[src/rtl/apc_pkg.sv]
/*
  apc_pkg: constants, register map, field layout and carrier types for the
  converter's digital control and parallel output block.
  Assumes: one system clock domain; the sample clock is sampled, not used as a clock.
*/
package apc_pkg;

  // ------------------------------------------------------------
  // sizes and cycle counts (counts are sample clock cycles)
  // ------------------------------------------------------------
  localparam int DATA_W = 10;
  localparam int PIPE_LAT_CYC = 12;
  localparam int PD_STARTUP_CYC = 900;
  localparam int SLP_STARTUP_CYC = 20;
  localparam int OVR_RECOVERY_CYC = 1;
  localparam int WAKE_CNT_W = 10;
  localparam logic [WAKE_CNT_W-1:0] PD_WAKE_LAST = WAKE_CNT_W'(PD_STARTUP_CYC - 1);
  localparam logic [WAKE_CNT_W-1:0] SLP_WAKE_LAST = WAKE_CNT_W'(SLP_STARTUP_CYC - 1);

  // ------------------------------------------------------------
  // register map
  // ------------------------------------------------------------
  localparam int ADDR_W = 8;
  localparam logic [ADDR_W-1:0] REG_STATUS = 8'h00;
  localparam logic [ADDR_W-1:0] REG_IRQ_STAT = 8'h04;
  localparam logic [ADDR_W-1:0] REG_IRQ_MASK = 8'h08;
  localparam logic [ADDR_W-1:0] REG_LAST_SAMPLE = 8'h0c;

  // status fields
  localparam int ST_MODE_LSB = 0;
  localparam int ST_BIAS_LSB = 4;
  localparam int ST_FMT_BIT = 6;
  localparam int ST_OE_BIT = 7;
  localparam int ST_CLK_OE_BIT = 8;

  // interrupt bits
  localparam int IRQ_W = 4;
  localparam int IRQ_READY = 0;
  localparam int IRQ_RANGE = 1;
  localparam int IRQ_PWRDN = 2;
  localparam int IRQ_SLEEP = 3;
  localparam logic [IRQ_W-1:0] IRQ_MASK_RST = 4'h0;
  localparam logic [IRQ_W-1:0] IRQ_STAT_RST = 4'h0;

  // ------------------------------------------------------------
  // types
  // ------------------------------------------------------------
  typedef enum logic [2:0] {
    APC_PWRDN,
    APC_PD_WAKE,
    APC_SLEEP,
    APC_SLP_WAKE,
    APC_ACTIVE
  } apc_state_e;

  typedef enum logic [1:0] {
    APC_BIAS_OFF,
    APC_BIAS_50UA,
    APC_BIAS_500UA,
    APC_BIAS_1MA
  } apc_bias_e;

  typedef struct packed {
    logic power_down_low;
    logic sleep_request_low;
    logic number_format_select;
    logic fwd_clock_drive_enable_low;
    logic output_enable_low;
    logic cm_buffer_bias_hi;
    logic cm_buffer_bias_lo;
  } apc_pins_s;

  typedef struct packed {
    logic range_exceeded_flag;
    logic [DATA_W-1:0] code;
  } apc_sample_s;

  localparam int PINS_W = $bits(apc_pins_s);
  localparam int SAMPLE_W = $bits(apc_sample_s);

endpackage : apc_pkg

[src/rtl/apc_sync2.sv]
/*
  apc_sync2: two-flop synchroniser, one chain per bit.
  Assumes: inputs are asynchronous levels; clock enable freezes the chain.
*/
`timescale 1ns/1ps
`default_nettype none

module apc_sync2 #(
  parameter int WIDTH = 1
) (
  // clock and reset
  input wire logic clk_sys,
  input wire logic rst_n,
  input wire logic ce,
  // data
  input wire logic [WIDTH-1:0] d,
  output logic [WIDTH-1:0] q
);

  logic [WIDTH-1:0] meta;

  // the first stage feeds only the second
  for (genvar i = 0; i < WIDTH; i++) begin : g_bit
    always_ff @(posedge clk_sys) begin
      if (!rst_n) begin
        meta[i] <= 1'b0;
        q[i] <= 1'b0;
      end else if (ce) begin
        meta[i] <= d[i];
        q[i] <= meta[i];
      end
    end
  end

endmodule : apc_sync2

`default_nettype wire

[src/rtl/apc_top.sv]
/*
  apc_top: digital control and parallel output of a 10-bit sampling converter.
  Mode control from static pins, output pipeline, format, tristate enables,
  bias decode, forwarded clock, status registers and interrupt.
  Assumes: the sample clock and all pins are asynchronous to clk_sys and the
  sample clock runs at most a quarter of clk_sys; core words are stable
  for most of a sample period.
*/
// Notes on behaviour
// - forwarded clock driven while its enable pin is low, tristate when high
// - format pin 0 gives offset binary, 1 gives two's complement
// - power-down pin low enters full power-down; high resumes conversion
// - in power-down the output word and forwarded clock read zero
// - data outputs tristate while output enable pin high, driven while low
// - range flag high for each out-of-range sample, low otherwise
// - output word is parallel, bit 0 least, bit 9 most significant
// - bias pins: 00 off, 01 50 uA, 10 500 uA, 11 1 mA
// - forwarded clock is aligned with data for capture
// - valid samples within 900 sample cycles after power-down ends
// - sleep while sleep pin low; valid within 20 cycles after it rises
// - correct results about one cycle after out-of-range input ends
// - only the rising edge of the sample clock times activity
`timescale 1ns/1ps
`default_nettype none

module apc_top (
  // clock, reset, enable
  input wire logic clk_sys,
  input wire logic rst_n,
  input wire logic ce,
  // sample clock pins
  input wire logic sample_clock_pos,
  input wire logic sample_clock_neg,
  // static control pins
  input wire apc_pkg::apc_pins_s pins,
  // converter core result
  input wire apc_pkg::apc_sample_s core_sample,
  // parallel output
  output var apc_pkg::apc_sample_s sample_out,
  output logic sample_out_oe,
  output logic forwarded_sample_clock,
  output logic forwarded_clock_oe,
  // common-mode buffer
  output logic cm_buffer_enable,
  output var apc_pkg::apc_bias_e cm_bias,
  // register port
  input wire logic [apc_pkg::ADDR_W-1:0] reg_addr,
  input wire logic [31:0] reg_wdata,
  input wire logic reg_wr,
  input wire logic reg_rd,
  output logic [31:0] reg_rdata,
  // interrupt
  output logic irq
);

  // ------------------------------------------------------------
  // input synchronisation
  // ------------------------------------------------------------
  localparam int SYNC_W = apc_pkg::PINS_W + apc_pkg::SAMPLE_W + 2;

  logic [SYNC_W-1:0] sync_q;
  apc_pkg::apc_pins_s pins_s;
  apc_pkg::apc_sample_s core_s;
  logic clk_pos_s;
  logic clk_neg_s;
  logic clk_level;
  logic clk_level_d;
  logic samp_rise;

  // a word may tear across bits only if the core changes it near our edge
  apc_sync2 #(
    .WIDTH(SYNC_W)
  ) u_sync (
    .clk_sys(clk_sys),
    .rst_n(rst_n),
    .ce(ce),
    .d({pins, core_sample, sample_clock_pos, sample_clock_neg}),
    .q(sync_q)
  );

  assign {pins_s, core_s, clk_pos_s, clk_neg_s} = sync_q;
  assign clk_level = clk_pos_s & ~clk_neg_s;

  always_ff @(posedge clk_sys) begin
    if (!rst_n) begin
      clk_level_d <= 1'b0;
    end else if (ce) begin
      clk_level_d <= clk_level;
    end
  end

  // falling edges are deliberately ignored
  assign samp_rise = clk_level & ~clk_level_d;

  // ------------------------------------------------------------
  // mode control
  // ------------------------------------------------------------
  apc_pkg::apc_state_e state;
  apc_pkg::apc_state_e next_state;
  logic [apc_pkg::WAKE_CNT_W-1:0] wake_cnt;

  always_comb begin
    next_state = state;
    if (!pins_s.power_down_low) begin
      next_state = apc_pkg::APC_PWRDN;
    end else begin
      case (state)
        apc_pkg::APC_PWRDN: begin
          next_state = apc_pkg::APC_PD_WAKE;
        end
        apc_pkg::APC_PD_WAKE: begin
          if (!pins_s.sleep_request_low) begin
            next_state = apc_pkg::APC_SLEEP;
          end else if (samp_rise && wake_cnt == apc_pkg::PD_WAKE_LAST) begin
            next_state = apc_pkg::APC_ACTIVE;
          end
        end
        apc_pkg::APC_SLEEP: begin
          if (pins_s.sleep_request_low) begin
            next_state = apc_pkg::APC_SLP_WAKE;
          end
        end
        apc_pkg::APC_SLP_WAKE: begin
          if (!pins_s.sleep_request_low) begin
            next_state = apc_pkg::APC_SLEEP;
          end else if (samp_rise && wake_cnt == apc_pkg::SLP_WAKE_LAST) begin
            next_state = apc_pkg::APC_ACTIVE;
          end
        end
        apc_pkg::APC_ACTIVE: begin
          if (!pins_s.sleep_request_low) begin
            next_state = apc_pkg::APC_SLEEP;
          end
        end
        default: begin
          next_state = apc_pkg::APC_PWRDN;
        end
      endcase
    end
  end

  always_ff @(posedge clk_sys) begin
    if (!rst_n) begin
      state <= apc_pkg::APC_PWRDN;
    end else if (ce) begin
      state <= next_state;
    end
  end

  // wake counter counts sample clock rising edges
  always_ff @(posedge clk_sys) begin
    if (!rst_n) begin
      wake_cnt <= '0;
    end else if (ce) begin
      if (next_state != state) begin
        wake_cnt <= '0;
      end else if (samp_rise) begin
        wake_cnt <= wake_cnt + 1'b1;
      end
    end
  end

  // ------------------------------------------------------------
  // sample pipeline
  // ------------------------------------------------------------
  localparam int STAGES = apc_pkg::PIPE_LAT_CYC - 1;

  apc_pkg::apc_sample_s pipe [STAGES];
  apc_pkg::apc_sample_s tail;

  // output register is the last of the twelve stages
  for (genvar i = 0; i < STAGES; i++) begin : g_pipe
    always_ff @(posedge clk_sys) begin
      if (!rst_n || (ce && !pins_s.power_down_low)) begin
        pipe[i] <= '0;
      end else if (ce && samp_rise) begin
        if (i == 0) begin
          pipe[i] <= core_s;
        end else begin
          pipe[i] <= pipe[(i == 0) ? 0 : i - 1];
        end
      end
    end
  end

  assign tail = pipe[STAGES-1];

  // ------------------------------------------------------------
  // parallel output
  // ------------------------------------------------------------
  logic [apc_pkg::DATA_W-1:0] fmt_flip;

  // two's complement is offset binary with the top bit inverted
  assign fmt_flip = {pins_s.number_format_select, {(apc_pkg::DATA_W-1){1'b0}}};

  always_ff @(posedge clk_sys) begin
    if (!rst_n || (ce && !pins_s.power_down_low)) begin
      sample_out <= '0;
    end else if (ce && samp_rise) begin
      if (state == apc_pkg::APC_ACTIVE) begin
        // each flag travels with its own word, so recovery is immediate
        sample_out.range_exceeded_flag <= tail.range_exceeded_flag;
        sample_out.code <= tail.code ^ fmt_flip;
      end else begin
        sample_out <= '0;
      end
    end
  end

  // rises only with a word update, so a mid-phase mode change cannot fake a word
  always_ff @(posedge clk_sys) begin
    if (!rst_n || (ce && !pins_s.power_down_low)) begin
      forwarded_sample_clock <= 1'b0;
    end else if (ce) begin
      forwarded_sample_clock <= samp_rise ? (state == apc_pkg::APC_ACTIVE)
        : (forwarded_sample_clock & clk_level);
    end
  end

  always_ff @(posedge clk_sys) begin
    if (!rst_n) begin
      sample_out_oe <= 1'b0;
      forwarded_clock_oe <= 1'b0;
    end else if (ce) begin
      sample_out_oe <= ~pins_s.output_enable_low;
      forwarded_clock_oe <= ~pins_s.fwd_clock_drive_enable_low;
    end
  end

  // ------------------------------------------------------------
  // common-mode buffer bias
  // ------------------------------------------------------------
  always_ff @(posedge clk_sys) begin
    if (!rst_n) begin
      cm_bias <= apc_pkg::APC_BIAS_OFF;
      cm_buffer_enable <= 1'b0;
    end else if (ce) begin
      cm_bias <= apc_pkg::apc_bias_e'({pins_s.cm_buffer_bias_hi, pins_s.cm_buffer_bias_lo});
      cm_buffer_enable <= pins_s.cm_buffer_bias_hi | pins_s.cm_buffer_bias_lo;
    end
  end

  // ------------------------------------------------------------
  // events and interrupt
  // ------------------------------------------------------------
  logic [apc_pkg::IRQ_W-1:0] irq_stat;
  logic [apc_pkg::IRQ_W-1:0] irq_mask;
  logic [apc_pkg::IRQ_W-1:0] events;
  logic [apc_pkg::IRQ_W-1:0] irq_clr;
  logic wr_stat;

  always_comb begin
    events = '0;
    events[apc_pkg::IRQ_READY] = (state != apc_pkg::APC_ACTIVE)
      && (next_state == apc_pkg::APC_ACTIVE);
    events[apc_pkg::IRQ_RANGE] = samp_rise && (state == apc_pkg::APC_ACTIVE)
      && tail.range_exceeded_flag;
    events[apc_pkg::IRQ_PWRDN] = (state != apc_pkg::APC_PWRDN)
      && (next_state == apc_pkg::APC_PWRDN);
    events[apc_pkg::IRQ_SLEEP] = (state != apc_pkg::APC_SLEEP)
      && (next_state == apc_pkg::APC_SLEEP);
  end

  assign wr_stat = reg_wr && (reg_addr == apc_pkg::REG_IRQ_STAT);
  assign irq_clr = wr_stat ? reg_wdata[apc_pkg::IRQ_W-1:0] : '0;

  // a new event wins over a clear in the same cycle
  always_ff @(posedge clk_sys) begin
    if (!rst_n) begin
      irq_stat <= apc_pkg::IRQ_STAT_RST;
    end else if (ce) begin
      irq_stat <= (irq_stat & ~irq_clr) | events;
    end
  end

  always_ff @(posedge clk_sys) begin
    if (!rst_n) begin
      irq_mask <= apc_pkg::IRQ_MASK_RST;
    end else if (ce && reg_wr && reg_addr == apc_pkg::REG_IRQ_MASK) begin
      irq_mask <= reg_wdata[apc_pkg::IRQ_W-1:0];
    end
  end

  assign irq = |(irq_stat & irq_mask);

  // ------------------------------------------------------------
  // register read port
  // ------------------------------------------------------------
  logic [31:0] status_word;

  always_comb begin
    status_word = '0;
    status_word[apc_pkg::ST_MODE_LSB +: 3] = state;
    status_word[apc_pkg::ST_BIAS_LSB +: 2] = cm_bias;
    status_word[apc_pkg::ST_FMT_BIT] = pins_s.number_format_select;
    status_word[apc_pkg::ST_OE_BIT] = sample_out_oe;
    status_word[apc_pkg::ST_CLK_OE_BIT] = forwarded_clock_oe;
  end

  always_ff @(posedge clk_sys) begin
    if (!rst_n) begin
      reg_rdata <= '0;
    end else if (ce) begin
      if (!reg_rd) begin
        reg_rdata <= '0;
      end else if (reg_addr == apc_pkg::REG_STATUS) begin
        reg_rdata <= status_word;
      end else if (reg_addr == apc_pkg::REG_IRQ_STAT) begin
        reg_rdata <= {{(32-apc_pkg::IRQ_W){1'b0}}, irq_stat};
      end else if (reg_addr == apc_pkg::REG_IRQ_MASK) begin
        reg_rdata <= {{(32-apc_pkg::IRQ_W){1'b0}}, irq_mask};
      end else if (reg_addr == apc_pkg::REG_LAST_SAMPLE) begin
        reg_rdata <= {{(32-apc_pkg::SAMPLE_W){1'b0}}, sample_out};
      end else begin
        reg_rdata <= '0;
      end
    end
  end
endmodule : apc_top

`default_nettype wire

[config.mk]
export PLATFORM = sky130hd
export DESIGN_NAME = apc_top
export DESIGN_NICKNAME = d
export VERILOG_FILES = /design/src/rtl/apc_pkg.sv /design/src/rtl/apc_sync2.sv /design/src/rtl/apc_top.sv
export SDC_FILE = /design/constraint.sdc
export NUM_CORES = 1
export LEC_CHECK = 0
export ABC_CLOCK_PERIOD_IN_PS = 5300
export BUFFER_PORTS_ARGS = -buffer_cell sky130_fd_sc_hd__buf_2
export CAP_MARGIN = 5
export CORE_MARGIN = 1
export CORE_UTILIZATION = 35
export DETAILED_ROUTE_END_ITERATION = 6
export PLACE_DENSITY = 0.62
export SYNTH_ARGS = -nofsm -noshare
export SYNTH_HDL_FRONTEND = slang
export SYNTH_SLANG_ARGS = --single-unit
[constraint.sdc]
create_clock -name clk_sys -period 5.3 [get_ports clk_sys]
set_clock_uncertainty 0.05 [all_clocks]
set_input_delay 0.795 -clock clk_sys [delete_from_list [all_inputs] [get_ports clk_sys]]
set_output_delay 0.795 -clock clk_sys [all_outputs]
set_load 0.05 [all_outputs]
==> results of run 1 <==
[worst max-delay path by stage]
| stage | cells past startpoint | endpoint | from | slack [ps] |
|---|---|---|---|---|
| 6_report | 5 | pipe[6][3] | u_sync.q[1] | 2010 |
| 5_1_grt | 5 | pipe[7][8] | u_sync.q[1] | 1750 |
| 4_1_cts | 5 | pipe[6][3] | u_sync.q[1] | 1970 |
| 3_5_place_dp | 5 | pipe[8][3] | ce | 1850 |
| 3_3_place_gp | 5 | pipe[8][3] | ce | 1880 |
| 2_1_floorplan | 5 | pipe[0][0] | ce | 1080 |
[flip-flops by register name (all words and copies together), names as in the netlist, 2 cells and up]
name / cells
state: 3
irq_mask: 4
sample_out: 11
cm_bias: 2
irq_stat: 4
pipe: 121
u_sync.meta: 20
u_sync.q: 20
wake_cnt: 10
reg_rdata: 11
[power breakdown]
| part | leakage [nW] | switching (mW) | internal, mW |
|---|---|---|---|
| clock | 0.362 | 0.607 | 0.937 |
| sequential | 2.07 | 0.0218 | 1.79 |
| combinational | 1.45 | 0.108 | 0.0451 |
| total | 3.89 | 0.737 | 2.77 |
[metrics by stage]
step	total power, mW	hold slack [ps]	instances	utilization	cell area, sq um
CTS	3.569	412.8	1085	0.4062	9851
global route	3.655	431.1	1085	0.4062	9851
global placement	1.997	386.9	1044	0.3759	9115
floorplan	1.975	385.8	713	-	8691
detailed placement	2.002	397.4	1044	0.3759	9115
finish	3.508	411.7	1085	0.4062	9851
[worst max-delay path: cells and delay by family, from the launching register on]
kind	cells	cell delay [ps]
and+or+nand+nor	2	820
DFF	1	420
buffers and inverters	2	1340
AOI/OAI and AO/OA	1	190
[Yosys cell counts (4+ instances only)]
library cell / number
nand3b_1: 4
and2_1: 136
nor2b_1: 46
a31oi_1: 7
edfxtp_1: 121
nand3_1: 8
o21ai_0: 9
a22oi_1: 9
clkbuf_2: 11
nor2_1: 12
o21a_1: 7
dfxtp_1: 90
and3_1: 4
nor3b_1: 4
o22ai_1: 10
clkbuf_1: 19
nand2_1: 23
nand2b_1: 6
mux2i_1: 45
a22o_1: 10
buf_2: 5
buf_6: 4
o31ai_1: 6
inv_1: 16
buf_4: 21
a21boi_0: 13
a21oi_1: 7
nand4_1: 4
[kinds of logic after synthesis]
| kind of cell | count (synthesis) | share of synthesized area |
|---|---|---|
| compound gates | 94 | 0.08234 |
| xor+xnor | 1 | 0.001017 |
| fa+ha+maj | 1 | 0.001452 |
| buf+inv | 78 | 0.04894 |
| flops | 211 | 0.6308 |
| mux | 45 | 0.05228 |
| other cells | 1 | 0.0004352 |
| simple gates | 262 | 0.1827 |
[layout make-up]
class                   instances  area [sq um]
fillers                      2297         14400
flip-flops and latches        211          5435
multi-input cells             424          2841
clock buffers                  32         639.4
well taps                     324         405.4
repair buffers                 69         370.4
clock inverters                 9         96.34
inverters                      16         62.56
[per-layer routing]
| layer | vias to the layer above | global-route usage | part of all wire |
|---|---|---|---|
| li1 | 2492 | - | - |
| met1 | 2383 | 0.1525 | 0.47 |
| met2 | 106 | 0.1798 | 0.45 |
| met3 | 36 | 0.02638 | 0.057 |
| met4 | 0 | 0.03890 | 0.026 |
| met5 | - | 0 | 0 |
==> results.py, run 1 <==
metrics = {
    "sta": {
        "grt_setup_unrepaired": "false",
        "relSlewSlack": 0.2675,
        "finalCriticalPeriod_ps": 3287,
        "hold_violations": 0,
        "setup_viol_count_final": 0,
        "fmax_mhz": 304.2,
        "finalSetupTns_ps": 0,
        "post-route-period-util": 0.6202,
        "worstMarginPinSlew_ps": 1090,
        "maxSlewViolCount": 0,
        "finalWorstSetupSlack_ps": 2013,
    },
    "min_path": {
        "hold_path.class": "reg2reg",
        "hold-path-endpoint": "sample_out[7]",
        "min_path_cells": 1,
        "min-delay-start": "pipe[10][7]",
    },
    "route": {
        "drcViolationCount": 0,
        "wire_per_inst_microns": 13.10,
        "ant_nets": 0,
        "dr.pass1.iters": 4,
        "first_iter_violations": 375,
        "num_vias": 5017,
        "wl_microns": 14220,
        "viasPerCell": 4.624,
    },
    "power_and_ir_drop": {
        "leakage_nw": 3.888,
        "vdd_ir_drop_max_v": 0.0001993,
        "powerDensity_nw_per_um2": 356.2,
    },
    "synth": {
        "yosysWarningCount": 0,
        "synth-edff-count": 121,
        "postSynthCellCount": 693,
        "ys_seq_area_frac": 0.6308,
        "synth.top_cells.by_area": "edfxtp_1 (42%), dfxtp_1 (21%), and2_1 (9.9%)",
        "ys.flop_type": "edfxtp_1",
        "netlist.area_leader.share": 0.4217,
        "async_flop_share": 0,
        "synth_area_leader_cell": "edfxtp_1",
        "syn_area_per_cell_sq_um": 12.43,
        "synth_cell_types": 54,
        "syn_area_sq_um": 8616,
        "synth_seq_cells": 211,
    },
    "global_route": {
        "grt_pass1_wl_microns": 23940,
        "grt_usage": 0.1136,
        "grt_max_degree": 122,
        "grt_pass1_vias": 4776,
        "overflow": 0,
        "antenna_found_initial": 0,
    },
    "setup_path": {
        "end_kind": "flip-flop",
        "crit_chain": "nor3b_1 > o21ai_0 > and2_1 > inv_4 > buf_4",
        "max_stage_delay_ps": 710,
        "r2r-end": "pipe[6][3]",
        "slowest_stage": "buf_4",
        "worstSetupPathType": "reg2reg",
        "cp.required_ps": 5370,
        "r2r_cells": 5,
        "rrSetupSlack_ps": 2010,
        "worstPathMaxFanout": 64,
        "startpoint_type": "flip-flop",
        "cp.arrival_ps": 3360,
        "r2r_start": "u_sync.q[1]",
    },
    "placement": {
        "dp_slack_ps": 1846,
        "place_hpwl_microns": 8464,
        "io_buffer_count": 65,
        "place_congestion": 0.8074,
    },
    "floorplan": {
        "start_util": 0.3553,
        "dieArea_sq_um": 25250,
        "io_pins": 115,
        "coreArea_sq_um": 24250,
        "dieWidth_microns": 158.9,
        "rows": 57,
        "die_h_microns": 158.9,
    },
    "clocking": {
        "tritoncts": "yes",
        "ctsRootBufferMaster": "clkbuf_16",
        "clk_latency_ps": 490,
        "cts_sinks": 211,
        "htreeDepth": 1,
        "post_cts_buffers": 0,
        "cts_resized": 0,
        "clk_path_buf_depth": 3,
        "clk_pin_slew_ps": 60,
        "ctsHoldBuffers": 0,
        "numCtsBuffers": 23,
    },
    "finish": {
        "diodes": 0,
        "layout_commonest_cell": "and2_1",
        "drive_above_1_share": 0.1485,
        "final_cell_mix": "and2_1 (136), edfxtp_1 (121), dfxtp_1 (90)",
        "areaGrowthSynthToFinish_pct": 14.33,
        "final_nets": 811,
    },
    "status": {
        "outcome": "finished, final reports clean",
    },
    "run": {
        "drv_cap": 0,
    },
}
No activity file was read; power rests on OpenSTA's default activity.
==> run 2: changes to the inputs <==
--- a/config.mk
+++ b/config.mk
@@ -5,7 +5,7 @@
 export SDC_FILE = /design/constraint.sdc
 export NUM_CORES = 1
 export LEC_CHECK = 0
-export ABC_CLOCK_PERIOD_IN_PS = 5300
+export ABC_CLOCK_PERIOD_IN_PS = 3350
 export BUFFER_PORTS_ARGS = -buffer_cell sky130_fd_sc_hd__buf_2
 export CAP_MARGIN = 5
 export CORE_MARGIN = 1
==> constraint.sdc (replaced) <==
create_clock -name clk_sys -period 3.35 [get_ports clk_sys]
set_clock_uncertainty 0.05 [all_clocks]
set_input_delay 0.5025 -clock clk_sys [delete_from_list [all_inputs] [get_ports clk_sys]]
set_output_delay 0.5025 -clock clk_sys [all_outputs]
set_load 0.05 [all_outputs]
==> run 2 against run 1 <==
  * Fmax rose by 27%
  * Worst hold slack got worse by 190 ps
  * Register-to-register slack got worse by 1200 ps
  * Sequential share of layout area barely moved
  * Setup slack got worse by 1200 ps
  * Total power rose by 52%
  * Critical path depth did not move
  * Non-clock buffer count rose by 4
  * Die area did not move
==> results.py, run 2 (synthesis results as in run 1) <==
metrics = {
    "clocking": {
        "clk_latency_ps": 490,
        "post_cts_buffers": 0,
        "clk_pin_slew_ps": 60,
        "ctsHoldBuffers": 0,
        "htreeDepth": 1,
        "cts_sinks": 211,
        "cts_resized": 0,
        "ctsRootBufferMaster": "clkbuf_16",
        "numCtsBuffers": 22,
        "tritoncts": "yes",
        "clk_path_buf_depth": 3,
    },
    "placement": {
        "io_buffer_count": 65,
        "placed_area_sq_um": 9184,
        "place_hpwl_microns": 8500,
        "dp_slack_ps": 672.2,
        "place_congestion": 0.8125,
        "place_inst": 1048,
    },
    "power_and_ir_drop": {
        "leakage_nw": 3.875,
        "finalPower_mw": 5.338,
        "vdd_ir_drop_max_v": 0.0003930,
        "powerDensity_nw_per_um2": 542.3,
    },
    "finish": {
        "largest_register_ffs": 121,
        "areaGrowthSynthToFinish_pct": 14.23,
        "fin_util": 0.4059,
        "stdcell_area_sq_um": 9842,
        "top_register": "pipe",
        "final_cell_mix": "and2_1 (136), edfxtp_1 (121), dfxtp_1 (90)",
        "stdcell_count": 1089,
        "largestRegisters": "pipe (121), u_sync.meta (20), u_sync.q (20)",
        "layout_commonest_cell": "and2_1",
        "final_nets": 814,
        "drive_above_1_share": 0.1440,
    },
    "min_path": {
        "min_path_cells": 3,
        "min-delay-start": "core_sample[8]",
        "hold_path.class": "in2reg",
    },
    "floorplan": {
        "io_pins": 115,
        "dieArea_sq_um": 25250,
        "coreArea_sq_um": 24250,
        "die_h_microns": 158.9,
        "dieWidth_microns": 158.9,
        "rows": 57,
        "start_util": 0.3553,
    },
    "global_route": {
        "antenna_found_initial": 1,
        "grt_pass1_wl_microns": 22950,
        "overflow": 0,
        "grt_pass1_vias": 4618,
        "grt_usage": 0.1091,
        "grt_max_degree": 122,
    },
    "setup_path": {
        "startpoint_type": "flip-flop",
        "end_kind": "flip-flop",
        "max_stage_delay_ps": 580,
        "path_delay_family": "buffers and inverters",
        "r2r_start": "u_sync.q[1]",
        "crit_path_start": "u_sync.q[1]",
        "worstSetupPathType": "reg2reg",
        "cp.required_ps": 3520,
        "worst-path-stages": 5,
        "rrSetupSlack_ps": 770,
        "crit_chain": "nor3b_1 > o21ai_0 > and2_1 > clkinvlp_4 > buf_12",
        "cp.arrival_ps": 2750,
        "r2r_cells": 5,
        "slowest_stage": "clkinvlp_4",
        "cp_num_buf_inv": 2,
        "worstPathMaxFanout": 49,
    },
    "route": {
        "num_vias": 4950,
        "ant_nets": 0,
        "viasPerCell": 4.545,
        "dr.pass1.iters": 4,
        "first_iter_violations": 388,
        "wire_per_inst_microns": 12.71,
        "drcViolationCount": 0,
        "wl_microns": 13840,
    },
    "sta": {
        "relSlewSlack": 0.4009,
        "finalSetupTns_ps": 0,
        "fmax_mhz": 387.8,
        "grt_setup_unrepaired": "false",
        "setup_viol_count_final": 0,
        "finalWorstSetupSlack_ps": 771.5,
        "worstMarginPinSlew_ps": 898.7,
        "timing.hold.ws_ps": 220.9,
        "maxSlewViolCount": 0,
        "hold_violations": 0,
        "post-route-period-util": 0.7697,
        "finalCriticalPeriod_ps": 2579,
    },
    "status": {
        "outcome": "finished, final reports clean",
    },
    "run": {
        "drv_cap": 0,
    },
}
## run 2: metal layers
metal / part of all wire / track usage / up-vias
li1: - / - / 2511
met1: 0.50 / 0.1500 / 2315
met2: 0.43 / 0.1691 / 97
met3: 0.045 / 0.02456 / 27
met4: 0.027 / 0.03759 / 0
met5: 0 / 0 / -
## run 2: path summary, 6_finish.rpt
check                                        to
worst max-delay path                 pipe[4][3]
worst min register to register    sample_out[5]
worst max register to register       pipe[4][3]
worst min-delay path            u_sync.meta[10]
## run 2: final cells by class
class                           instances  area [sq um]
Timing Repair Buffer                   73         437.9
Inverter                               16         63.81
Antenna cell                            1         2.502
Clock inverter                          5         25.02
Clock buffer                           35         630.6
Multi-Input combinational cell        424          2841
Fill cell                            2309         14410
Tap cell                              324         405.4
Sequential cell                       211          5435
## run 2: report_power, final
part | switching, mW | internal (mW)
sequential | 0.0313 | 2.83
clock | 0.936 | 1.29
combinational | 0.174 | 0.0792
total | 1.14 | 4.20
## run 2: worst register-to-register path: cells and delay by family (launching register included)
kind,cells,cell delay (ps)
buffers and inverters,2,980
AND/OR/NAND/NOR,2,660
flip-flops,1,360
AO/OA/AOI/OAI,1,250
